**src/rtl/lsg_regs.svh**
```systemverilog
// Register offsets, field positions and reset values of the line-side gain/termination bank
`ifndef LSG_REGS_SVH
`define LSG_REGS_SVH
`define LSG_OFF_REVISION 8'h0d
`define LSG_OFF_RESERVED 8'h0e
`define LSG_OFF_GAIN 8'h0f
`define LSG_OFF_LINE 8'h10
`define LSG_GAIN_RESET 8'h00
`define LSG_LINE_RESET 8'h00
`define LSG_LINE_WMASK 8'hf3
`define LSG_REV_ONE_BIT 6
`define LSG_REV_LO 2
`define LSG_GAIN_TXM 7
`define LSG_GAIN_TXA_LO 4
`define LSG_GAIN_RXM 3
`define LSG_GAIN_RXG_LO 0
`define LSG_LINE_ACT_HI 7
`define LSG_LINE_OHS 6
`define LSG_LINE_ACT_LO 5
`define LSG_LINE_IIR 4
`define LSG_LINE_RZ 1
`define LSG_LINE_RT 0
`endif

```
**src/rtl/lsg_pkg.sv**
```systemverilog
// Types shared by the line-side gain/termination bank
`default_nettype none
package lsg_pkg;
   typedef enum logic [2:0] {LSG_DB0, LSG_DB3, LSG_DB6, LSG_DB9, LSG_DB12} lsg_step_t;
   typedef enum logic [1:0] {LSG_TERM_REAL600, LSG_TERM_GLOBAL, LSG_TERM_TBR21,
      LSG_TERM_NZ} lsg_term_t;
   typedef enum logic [1:0] {LSG_OH_FAST, LSG_OH_3MS, LSG_OH_26MS} lsg_onhook_t;
   // Variant capability sets
   typedef enum logic [1:0] {LSG_VAR_SINGLE, LSG_VAR_FOUR, LSG_VAR_DUAL} lsg_variant_t;
endpackage
`default_nettype wire

```
**src/rtl/lsg_line_regs.sv**
```systemverilog
// Line-side gain and line-interface control register bank
//
// The address-and-strobe port is this design's own decision.
`include "lsg_regs.svh"
`default_nettype none
// Function
// - Revision register bit 6 always reads one.
// - Revision bits 5:2 report a fixed read-only line-side revision.
// - Gain bit 7 mutes transmit path when set.
// - Transmit attenuation bits 6:4 give 0/3/6/9 dB, 12 dB when top bit set.
// - Bit 3 mutes receive; bits 2:0 select receive gain likewise.
// - Bits 7 and 5 pick ac termination per variant; single variants ignore.
// - On the four variant only, on-hook speed bit with second bit and quench field sets release time; other variants always release fast.
// - Bit 4 selects IIR over FIR, only with the faster system-side clock.
// - Bit 1 selects synthesized ringer impedance where the variant supports it.
// - Bit 0 selects higher ring threshold band except on limited variants.
module lsg_line_regs
   import lsg_pkg::*;
#(
   parameter logic [3:0] LINE_REVISION = 4'h1, // Arbitrary value
   parameter lsg_variant_t VARIANT = LSG_VAR_FOUR,
   parameter bit FAST_SYS_CLOCK = 1'b1
)
(
   // Clock and reset
   input wire logic clock,
   input wire logic rst_n,
   // Register port
   input wire logic [7:0] addr,
   input wire logic [7:0] wdata,
   input wire logic wr,
   input wire logic rd,
   output logic [7:0] rdata,
   // Settings kept outside this bank
   input wire logic onhook_speed_second,
   input wire logic [1:0] spark_quench_sel,
   // Decoded controls
   output logic tx_mute,
   output lsg_step_t tx_atten,
   output logic rx_mute,
   output lsg_step_t rx_gain,
   output lsg_term_t termination,
   output lsg_onhook_t onhook_time,
   output logic recursive_filter_active,
   output logic ringer_synth_active,
   output logic ring_threshold_high
);
   // ==========================================================
   // Storage
   logic [7:0] gain_ctrl;
   logic [7:0] line_ctrl;
   logic [7:0] next_rdata;
   logic [7:0] revision_value;
   lsg_step_t next_tx_atten;
   lsg_step_t next_rx_gain;

   always_ff @(posedge clock or negedge rst_n)
   begin
      if (!rst_n)
         gain_ctrl <= `LSG_GAIN_RESET;
      else if (wr && addr == `LSG_OFF_GAIN)
         gain_ctrl <= wdata;
   end

   // Reserved bits 3:2 never stored
   always_ff @(posedge clock or negedge rst_n)
   begin
      if (!rst_n)
         line_ctrl <= `LSG_LINE_RESET;
      else if (wr && addr == `LSG_OFF_LINE)
         line_ctrl <= wdata & `LSG_LINE_WMASK;
   end

   // ==========================================================
   // Read port
   always_comb
   begin
      revision_value = 8'h00;
      revision_value[`LSG_REV_ONE_BIT] = 1'b1;
      revision_value[`LSG_REV_LO +: 4] = LINE_REVISION;
   end

   always_comb
   begin
      case (addr)
         `LSG_OFF_REVISION: next_rdata = revision_value;
         `LSG_OFF_GAIN: next_rdata = gain_ctrl;
         `LSG_OFF_LINE: next_rdata = line_ctrl;
         default: next_rdata = 8'h00;
      endcase
   end

   always_ff @(posedge clock or negedge rst_n)
   begin
      if (!rst_n)
         rdata <= 8'h00;
      else if (rd)
         rdata <= next_rdata;
      else
         rdata <= 8'h00;
   end

   // ==========================================================
   // Gain decode
   lsg_step_decode u_tx_dec
   (
      .code(gain_ctrl[`LSG_GAIN_TXA_LO +: 3]),
      .step(next_tx_atten)
   );

   lsg_step_decode u_rx_dec
   (
      .code(gain_ctrl[`LSG_GAIN_RXG_LO +: 3]),
      .step(next_rx_gain)
   );

   always_ff @(posedge clock or negedge rst_n)
   begin
      if (!rst_n)
      begin
         tx_mute <= 1'b0;
         tx_atten <= LSG_DB0;
         rx_mute <= 1'b0;
         rx_gain <= LSG_DB0;
      end
      else
      begin
         tx_mute <= gain_ctrl[`LSG_GAIN_TXM];
         tx_atten <= next_tx_atten;
         rx_mute <= gain_ctrl[`LSG_GAIN_RXM];
         rx_gain <= next_rx_gain;
      end
   end

   // ==========================================================
   // Line interface decode
   logic termination_sel_hi;
   logic termination_sel_lo;
   logic onhook_speed;
   lsg_term_t next_termination;
   lsg_onhook_t next_onhook;

   assign termination_sel_hi = line_ctrl[`LSG_LINE_ACT_HI];
   assign termination_sel_lo = line_ctrl[`LSG_LINE_ACT_LO];
   assign onhook_speed = line_ctrl[`LSG_LINE_OHS];

   always_comb
   begin
      case (VARIANT)
         LSG_VAR_FOUR: next_termination = lsg_term_t'({termination_sel_hi,
            termination_sel_lo});
         LSG_VAR_DUAL:
            next_termination = (termination_sel_hi ^ termination_sel_lo) ?
               LSG_TERM_TBR21 : LSG_TERM_REAL600;
         default: next_termination = LSG_TERM_REAL600;
      endcase
   end

   // Unlisted combinations fall back to fast release
   always_comb
   begin
      next_onhook = LSG_OH_FAST;
      if (VARIANT == LSG_VAR_FOUR)
      begin
         if (onhook_speed && spark_quench_sel == 2'h3)
            next_onhook = LSG_OH_26MS;
         else if (!onhook_speed && onhook_speed_second && spark_quench_sel == 2'h0)
            next_onhook = LSG_OH_3MS;
      end
   end

   always_ff @(posedge clock or negedge rst_n)
   begin
      if (!rst_n)
      begin
         termination <= LSG_TERM_REAL600;
         onhook_time <= LSG_OH_FAST;
         recursive_filter_active <= 1'b0;
         ringer_synth_active <= 1'b0;
         ring_threshold_high <= 1'b0;
      end
      else
      begin
         termination <= next_termination;
         onhook_time <= next_onhook;
         recursive_filter_active <= FAST_SYS_CLOCK && line_ctrl[`LSG_LINE_IIR];
         ringer_synth_active <= (VARIANT == LSG_VAR_FOUR) && line_ctrl[`LSG_LINE_RZ];
         ring_threshold_high <= (VARIANT == LSG_VAR_FOUR) && line_ctrl[`LSG_LINE_RT];
      end
   end
endmodule // lsg_line_regs
`default_nettype wire

```
**src/rtl/lsg_step_decode.sv**
```systemverilog
// Decoder for a 3-bit gain/attenuation code into a 3 dB step
`default_nettype none
module lsg_step_decode
   import lsg_pkg::*;
(
   // Code in
   input wire logic [2:0] code,
   // Decoded step
   output lsg_step_t step
);
   always_comb
   begin
      if (code[2])
         step = LSG_DB12;
      else
      begin
         case (code[1:0])
            2'h0: step = LSG_DB0;
            2'h1: step = LSG_DB3;
            2'h2: step = LSG_DB6;
            default: step = LSG_DB9;
         endcase
      end
   end
endmodule // lsg_step_decode
`default_nettype wire

```
**config.mk**
```make
export PLATFORM = sky130hd
export DESIGN_NAME = lsg_line_regs
export DESIGN_NICKNAME = d
export VERILOG_FILES = /design/src/rtl/lsg_pkg.sv /design/src/rtl/lsg_line_regs.sv /design/src/rtl/lsg_step_decode.sv
export VERILOG_INCLUDE_DIRS = /design/src /design/src/rtl
export SDC_FILE = /design/constraint.sdc
export NUM_CORES = 1
export LEC_CHECK = 0
export ABC_AREA = 1
export BUFFER_PORTS_ARGS = -buffer_cell sky130_fd_sc_hd__buf_2
export CORE_ASPECT_RATIO = 1.5
export CORE_MARGIN = 2
export CORE_UTILIZATION = 53
export DETAILED_ROUTE_END_ITERATION = 16
export GPL_TIMING_DRIVEN = 0
export PLACE_DENSITY = 0.84
export RECOVER_POWER = 25
export SYNTH_ARGS = -nofsm -noshare
export SYNTH_HDL_FRONTEND = slang
export SYNTH_SLANG_ARGS = --single-unit
```
**constraint.sdc**
```tcl
create_clock -name clock -period 1.7 [get_ports clock]
set_input_delay 0.34 -clock clock [delete_from_list [all_inputs] [get_ports clock]]
set_output_delay 0.34 -clock clock [all_outputs]
set_load 0.05 [all_outputs]
```
# Word level (Yosys, flattened, before mapping)
# Cells that the tools add are included.
# W data, S select, Z words.
[totals]
regBits = 37
in_bits = 23
mem_bits_rw = 0
output_inout_bits = 23
latch_bits = 0
wordCells = 37
memories = 0
romBits = 0
[op_classes]
add_sub_neg = 0
eq_ne = 8
mul = 0
bitwise_logic = 0
n_mux = 8
n_shift = 0
reduce_logical = 9
magnitude_cmp = 0
div_mod_pow = 0
[ops]
columns = ["operator", "count"]
rows = [
  ["$pmux W8 S3", 1],
  ["$eq A8 B4 Y1 const B", 2],
  ["$pmux W2 S3", 2],
  ["$eq A8 B5 Y1 const B", 1],
  ["$mux W8", 1],
  ["$eq A2 B2 Y1 const B", 3],
  ["$logic_not A2 Y1", 3],
  ["$mux W3", 2],
  ["$logic_and A1 B1 Y1", 5],
  ["$eq A2 B1 Y1 const B", 2],
  ["$mux W2", 1],
  ["$logic_not A1 Y1", 1],
  ["$mux W1", 1],
]

# Longest topological paths before layout
# Gate-level depths: netlist of the first run.
[depth]
depth_word = 5
depth_mapped = 8
depth_no_buf = 7

# Modules after synthesis
# Synthesis of the first run repeated with hierarchy kept, for this count alone.
[unflattened]
hier_cells = 153
area_unflattened_um2 = 1545.2
[by_module_without_submodules]
columns = ["mod", "area_per_inst_um2", "seq_area_each_um2", "cells_each", "n_inst"]
rows = [
  ["lsg_line_regs", 1500.2, 925.9, 143, 1],
  ["lsg_step_decode", 22.5, 0.0, 5, 2],
]

# Worst setup path before layout of the first run
# OpenSTA, ideal clock, no wires.
[synth_timing]
path_kind = "input to register"
from = "in addr[6]"
to = "reg gain_ctrl[4]"
path_stages = 7
arrival_time_ps = 1016
setup_ps = 126
path_buffers = 1
t_required_ps = 1574
setup_slack_ps = 558
cell_sequence = "inv_2 > nand2_2 > nor2_8 > nand2_4 > nor2_8 > buf_6 > o21ai_0"
[synth_between]
elab_chain_len = 2
[synth_rtl]
columns = ["element", "line", "source"]
rows = [
  ["from (decl)", "lsg_line_regs.sv:29", "input wire logic [7:0] addr,"],
  ["$eq A8 B4 Y1", "-", ""],
  ["$logic_and A1 B1 Y1 (no line)", "-", ""],
  ["to (signal assigned)", "lsg_line_regs.sv:60", "gain_ctrl <= `LSG_GAIN_RESET;"],
  ["to (signal assigned)", "lsg_line_regs.sv:62", "gain_ctrl <= wdata;"],
  ["to (decl)", "lsg_line_regs.sv:50", "logic [7:0] gain_ctrl;"],
]
# No other way between the ends.
# A chain may end at the register's enable or synchronous reset.

# Worst setup path in the final report of the first run
[layout_timing]
from = "reg rx_gain[1]"
to = "out rx_gain[1]"
[layout_rtl]
columns = ["element", "line", "source"]
rows = [
  ["from (decl)", "lsg_line_regs.sv:41", "output lsg_step_t rx_gain,"],
  ["from (signal assigned)", "lsg_line_regs.sv:131", "rx_gain <= next_rx_gain;"],
]
# No word-level cell between the ends.

==> results of run 1 <==
## layout make-up
class,instances,area [um^2]
Tap cell,37,46.3
Inverter,19,71.3
Buffer,1,11.3
Timing Repair Buffer,45,225
Multi-Input combinational cell,90,463
Fill cell,223,818
Clock buffer,7,86.3
Sequential cell,37,926
## through the flow
stage	hold slack (ns)	instance area, um^2	setup WS [ns]
floorplan	0.0444	1470	0.558
global placement	0.367	1740	0.335
detailed placement	0.370	1740	0.318
CTS	0.151	1830	0.492
global route	0.225	1830	0.460
finish	0.167	1830	0.502
## worst min-delay path by stage
stage,from,to,slack (ns),cells after the start
floorplan,rst_n,gain_ctrl[0]$_DFFE_PN0P_,0.04,0
global placement,gain_ctrl[3]$_DFFE_PN0P_,rx_mute$_DFF_PN0_,0.37,0
detailed placement,gain_ctrl[3]$_DFFE_PN0P_,rx_mute$_DFF_PN0_,0.37,0
CTS,rst_n,gain_ctrl[6]$_DFFE_PN0P_,0.15,1
global route,spark_quench_sel[1],onhook_time[0]$_DFF_PN0_,0.22,2
finish,rst_n,gain_ctrl[2]$_DFFE_PN0P_,0.17,1
## logic make-up after synthesis
group | share of synthesized area (%)
flops | 62.9
buf+inv | 5.61
compound gates | 6.12
simple gates | 25.3
## state kept, by name (all words and copies together) (netlist names), 2 cells and up
register / cells
rx_gain: 3
onhook_time: 2
gain_ctrl: 8
rdata: 8
line_ctrl: 6
termination: 2
tx_atten: 3
## cells in the final DEF, fill, tap and decap left out
cell type / count
inv_2: 4
nor2_1: 10
nand2_4: 1
nor2_8: 3
nor2_2: 2
dfrtp_1: 37
nor3_1: 2
buf_6: 1
clkbuf_2: 1
o21ai_1: 5
nand2_2: 5
inv_1: 15
nand3_1: 15
clkbuf_8: 6
nand2_1: 33
buf_2: 44
nor2_4: 1
a21oi_1: 4
clkbuf_1: 1
o21ai_0: 9
## metal layers
metal / track usage (%) / vias up / routed length, um / share of wire, %
met3: 4.69 / 6 / 139 / 4.7
met4: 11.1 / 0 / 61 / 2.1
met2: 38.2 / 35 / 1640 / 56
met5: 0 / - / 0 / 0
met1: 20.9 / 549 / 1120 / 38
li1: - / 561 / - / -
## power by group through the flow
stage,clock (uW),sequential [uW],combinational (uW)
6_report,587,945,228
3_5_place_dp,0,961,230
3_3_place_gp,0,959,224
2_1_floorplan,0,1040,57.6
4_1_cts,598,945,231
5_1_grt,633,948,247
==> run metrics, run 1 <==
CTS max path bufs 2; Die H 68.5 um; worst-path fanout max 1; period utilization 70.5%; maximum vdd drop ~0.7 mV; Post-synth top flop dfrtp_1; Num CTS Buffers 5; Worst-Margin Slew 0.874 ns; CTS Sinks 37; Critical Path, Cell by Cell buf_2; Finished Layout Cells 236; syn nets 170; data required time of the worst path 1.36 ns; pin count of the biggest net entering global routing 38; Post-Syn Area roughly 1500 um^2; core outline area 2650 um^2; Setup CP Type register to output port; reg-to-reg critical path endpoint rdata[6]$_DFF_PN0_; slowest stage delay, CP 0.33 ns; RSZ-0062 raised after global routing no; FF-to-FF path depth 4; final hold vios 0; antenna violations before repair 0; global route overflow 0; Die W approximately 47 um; Post-synth top cells dfrtp_1, nand2_1, inv_1, nand3_1, nor2_1; synthesized area per cell between 10 and 15 um^2; Max Clock Skew 0.00214 ns; Vias/cell 4.88; Sw Ratio 26.1%; sequential share of power 53.7%; post-CTS repair timing setup buffer count 0; antenna cells 0; TritonCTS clock tree built; Syn-to-layout area delta 24.3%; Starting Density 55.6%; max-slew violation count 0; Reg clk slew, reported paths 0.06 ns; Comb power frac a little over an eighth; Critical Path Sink rx_gain[1]; PostCTS Resize Cnt 0; Inst Count DP about 230; startpoint types register; run status completed; Root Driver clkbuf_8; gp weighted congestion 0.785; Seq/Total Area, Yosys 62.9%; H-tree depth 2; Yosys top cell by area dfrtp_1; Post-synth EDFFs 0; worst path bufs/invs 1; row count 23; total power 1760 uW; Worst EP arrival 0.86 ns; post-synth top area share a little over three fifths; internal power 1300 uW; max_slew headroom a little over two fifths; share of cells above drive strength 1 34.2%; hold buffers post-CTS 0; Final ANT Viol Nets 0; Layout Utilization ~70%; PortBufs 45; Psw 460 uW; DRT Wirelength 2.96 mm; WP depth 1; Slowest-stage cell, CP dfrtp_1; critical path's top delay family flip-flops; Synth area leaders dfrtp_1, nand2_1, nand3_1; fmax 834 MHz; Mapped Cells 147; vias in the first global route approximately 1,100; clk_lat worst skew 0.28 ns; total die area 3220 um^2; warnings from Yosys 0; R2R Setup Slk 0.87 ns; Lkg Pwr 0.00105 uW; first-pass GRT wire length 4.63 mm; DR pass1 iterations 4; R2R Path Start gain_ctrl[6]$_DFFE_PN0P_; Setup TNS 0 ns; setup violators final 0; GRT Total Usage 20.9%; max cap viols 0; hpwl dp around 2.3 mm; synthesis-stage register bit count 37; Setup crit start rx_gain[1]$_DFF_PN0_; post-synthesis cell type count 16; nets 222; io pins 46; post-layout min period between 1 and 1.5 ns; clock share of power 33.3%; Hold Path Class input pin to asynchronous set/reset pin; most common cell in the netlist dfrtp_1; Via Count 1,151; fraction of registers with async set/reset 100%; pwr dens 962 nW/um^2; CP endpoint kind output port; drc violations 0; Wirelength per Cell 12.6 um; DR iter-0 viols 26
Power figures use the tool's default switching activity.
==> inputs of run 2 (changes only) <==
--- a/config.mk
+++ b/config.mk
@@ -6,14 +6,14 @@
 export SDC_FILE = /design/constraint.sdc
 export NUM_CORES = 1
 export LEC_CHECK = 0
-export ABC_AREA = 1
+export ABC_AREA = 0
 export BUFFER_PORTS_ARGS = -buffer_cell sky130_fd_sc_hd__buf_2
 export CORE_ASPECT_RATIO = 1.5
 export CORE_MARGIN = 2
-export CORE_UTILIZATION = 53
+export CORE_UTILIZATION = 44
 export DETAILED_ROUTE_END_ITERATION = 16
 export GPL_TIMING_DRIVEN = 0
-export PLACE_DENSITY = 0.84
+export PLACE_DENSITY = 0.76
 export RECOVER_POWER = 25
 export SYNTH_ARGS = -nofsm -noshare
 export SYNTH_HDL_FRONTEND = slang
==> constraint.sdc (replaced) <==
create_clock -name clock -period 1.1 [get_ports clock]
set_input_delay 0.22 -clock clock [delete_from_list [all_inputs] [get_ports clock]]
set_output_delay 0.22 -clock clock [all_outputs]
set_load 0.05 [all_outputs]
==> run 2 against run 1 <==
Effect of this change:
- final cell count fell by 21%
- via count fell by 17%
- combinational power is 33% higher
- sequential share of layout area fell by 3.1 points
- sequential power rose by 52%
- clock power up 130%
- clock skew is 0.0023 ns higher
- global-route usage shrank 2.8 points
- flip-flop and latch count unchanged
- routed wire length shrank 3.8%
- setup slack got worse by 0.48 ns
- synthesized cell count down 40%
- critical endpoint is now gain_ctrl[0]$_DFFE_PN0P_
- highest routed layer unchanged
==> run metrics, run 2 <==
syn nets 111 (-35%); CTS max path bufs 2 (unchanged); Post-synth top flop dfrtp_1; GRT Total Usage 18.1% (-2.8 points); clock share of power 43.7% (+10 points); Reg clk slew, reported paths 0.07 ns (about the same); Post-Syn Area 1380 um^2 (-6.0%); setup violators final 0 (unchanged); Via Count 957 (-17%); CTS Sinks 37 (unchanged); Yosys top cell by area dfrtp_1; Setup CP Type input pin to register; Setup crit start addr[7]; Post-synth EDFFs 0 (unchanged); Die W 49.8 um (+5.8%); period utilization between 90% and 100%; worst-path fanout max 8 (+7); post-synth top area share 67.0% (+4.0 points); commonest non-fill, non-tap cell in the layout dfrtp_1; Psw 674 uW (+47%); Syn-to-layout area delta 41.1%; antenna cells 0 (unchanged); commonest non-fill, non-tap cells in the layout dfrtp_1, buf_4, buf_2; critical path's top delay family simple AND/OR/NAND/NOR gates; internal power 2420 uW (+86%); row count 24 (+4.3%); Final ANT Viol Nets 0 (unchanged); CP endpoint kind register; register area 926 um^2 (unchanged); nets 169 (-24%); Die H 72.7 um (+6.0%); Root Driver clkbuf_8; Critical Path, Cell by Cell buf_4 > nor3_4 > nand4_4 > mux2_4; warnings from Yosys 0 (unchanged); Lkg Pwr 0.00101 uW (-4.2%); startpoint types input pin; TritonCTS clock tree built; data required time of the worst path 1.27 ns (-0.09 ns); core outline area 2940 um^2 (+11%); Multi-input gate area 475 um^2 (+2.7%); Slowest-stage cell, CP mux2_4; vias in the first global route 993 (-13%); clk_lat worst skew 0.28 ns (about the same); Num CTS Buffers 5 (unchanged); total die area 3620 um^2 (+12%); max-slew violation count 0 (unchanged); antenna violations before repair 0 (unchanged); Comb power frac 9.8% (-3.2 points); synthesis-stage register bit count 37 (unchanged); DR iter-0 viols 28 (+7.7%); Worst EP arrival 1.25 ns (+0.39 ns); Wirelength per Cell 15.3 um (+22%); first-pass GRT wire length 4.70 mm (+1.5%); sequential share of power 46.4% (-7.3 points); RSZ-0062 raised after global routing yes; io pins 46 (unchanged); fraction of registers with async set/reset 100% (unchanged); drc violations 0 (unchanged); worst hold slack 0.0381 ns (-0.128 ns); hold buffers post-CTS 0 (unchanged); Post-synth top cells dfrtp_1, mux2_2, nand3_1, a211oi_1, nor2b_1; fmax between 900 and 1000 MHz; Fillers 234 (+4.9%); H-tree depth 2 (unchanged); R2R Path Start gain_ctrl[6]$_DFFE_PN0P_; Max Clock Skew 0.00445 ns (+0.00230 ns); maximum vdd drop 1.30 mV (+81%); max_slew headroom 42.5% (+0.78 points); post-layout min period roughly 1.1 ns; worst path bufs/invs 1 (unchanged); pin count of the biggest net entering global routing 38 (unchanged); Starting Density 47.0% (-8.6 points); gp weighted congestion 0.752 (-4.2%); DR pass1 iterations 4 (unchanged); DRT Wirelength 2.85 mm (-3.8%); pwr dens 1590 nW/um^2 (+65%); synthesized area per cell 15.7 um^2 (+57%); post-synthesis cell type count 21 (+5); Top Registers gain_ctrl: 8 flops, rdata: 8 flops, line_ctrl: 6 flops; share of cells above drive strength 1 54.4% (+20 points); Sw Ratio 21.8% (-4.3 points); most common cell in the netlist dfrtp_1; final hold vios 0 (unchanged); Worst-Margin Slew 0.862 ns (-0.0117 ns); PortBufs 45 (unchanged); Seq/Total Area, Yosys 67.0% (+4.0 points); Mapped Cells 88 (-40%); run status completed; Layout Utilization 66.3% (-2.8 points); Vias/cell 5.15 (+5.5%); Hold Path Class input pin to asynchronous set/reset pin; max cap viols 0 (unchanged); global route overflow 0 (unchanged); slowest stage delay, CP 0.36 ns (+0.03 ns); Synth area leaders dfrtp_1, mux2_2, nand3_1
[run 2: routing by layer]
layer | global-route usage (%) | wire, um | up-vias
li1 | - | - | 445
met1 | 19.7 | 1080 | 467
met2 | 31.3 | 1570 | 40
met3 | 4.71 | 135 | 5
met4 | 11.1 | 63 | 0
met5 | 0 | 0 | -
[run 2: cell families after synthesis]
| family | share of synthesized area [%] |
|---|---|
| compound gates | 4.98 |
| mux | 11.4 |
| flops | 67.0 |
| simple gates | 15.8 |
| buf+inv | 0.814 |
[run 2: cell type report]
cell class / count / area share [%]
buffer: 1 / 0.577
clock buffer: 5 / 3.53
clock inverter: 3 / 3.34
inverter: 1 / 0.192
multi-input combinational: 49 / 24.4
sequential: 37 / 47.5
tap: 39 / 2.50
timing repair buffer: 51 / 18.0
[run 2: repair_timing]
| item | 4_1_cts | 5_1_grt |
|---|---|---|
| pin swaps | 2 | 3 |
| endpoints found under the setup margin | 20 | 33 |
| setup buffers | 5 | 1 |
| gates resized for setup | 9 | 37 |
[run 2: worst paths after layout]
| path | endpoint | slack (ns) | depth (start not counted) |
|---|---|---|---|
| worst max-delay path | gain_ctrl[0]$_DFFE_PN0P_ | 0.02 | 4 |
| worst min-delay path | rdata[7]$_DFF_PN0_ | 0.04 | 1 |
| worst max register to register | rdata[6]$_DFF_PN0_ | 0.24 | 2 |
| worst min register to register | rx_mute$_DFF_PN0_ | 0.40 | 0 |
| max in group asynchronous | termination[0]$_DFF_PN0_ | 0.52 | 1 |
| min in group clock | onhook_time[0]$_DFF_PN0_ | 0.10 | 2 |
[run 2: power groups by stage]
stage	combinational, uW	sequential (uW)	clock [uW]
floorplan	53.4	1540	0
global placement	259	1460	0
detailed placement	266	1460	0
CTS	286	1440	1390
global route	323	1440	1450
finish	304	1440	1350
[run 2: stage by stage]
step / std cells / setup slack [ns] / area, um^2 / TNS (ns) / power (uW)
global placement: 172 / -0.498 / 1670 / -7.83 / 1720
finish: 186 / 0.0192 / 1950 / 0 / 3090
detailed placement: 172 / -0.518 / 1670 / -8.34 / 1730
global route: 186 / -0.0181 / 1950 / -0.0388 / 3220
CTS: 185 / 0.00350 / 1880 / 0 / 3110
floorplan: 88 / -0.164 / 1400 / -1.67 / 1600
[run 2: worst register-to-register path, cell delays in order, from the launching register on]
cell      delay (ns)
dfrtp_1         0.44
o211ai_1        0.19
a21boi_0        0.11
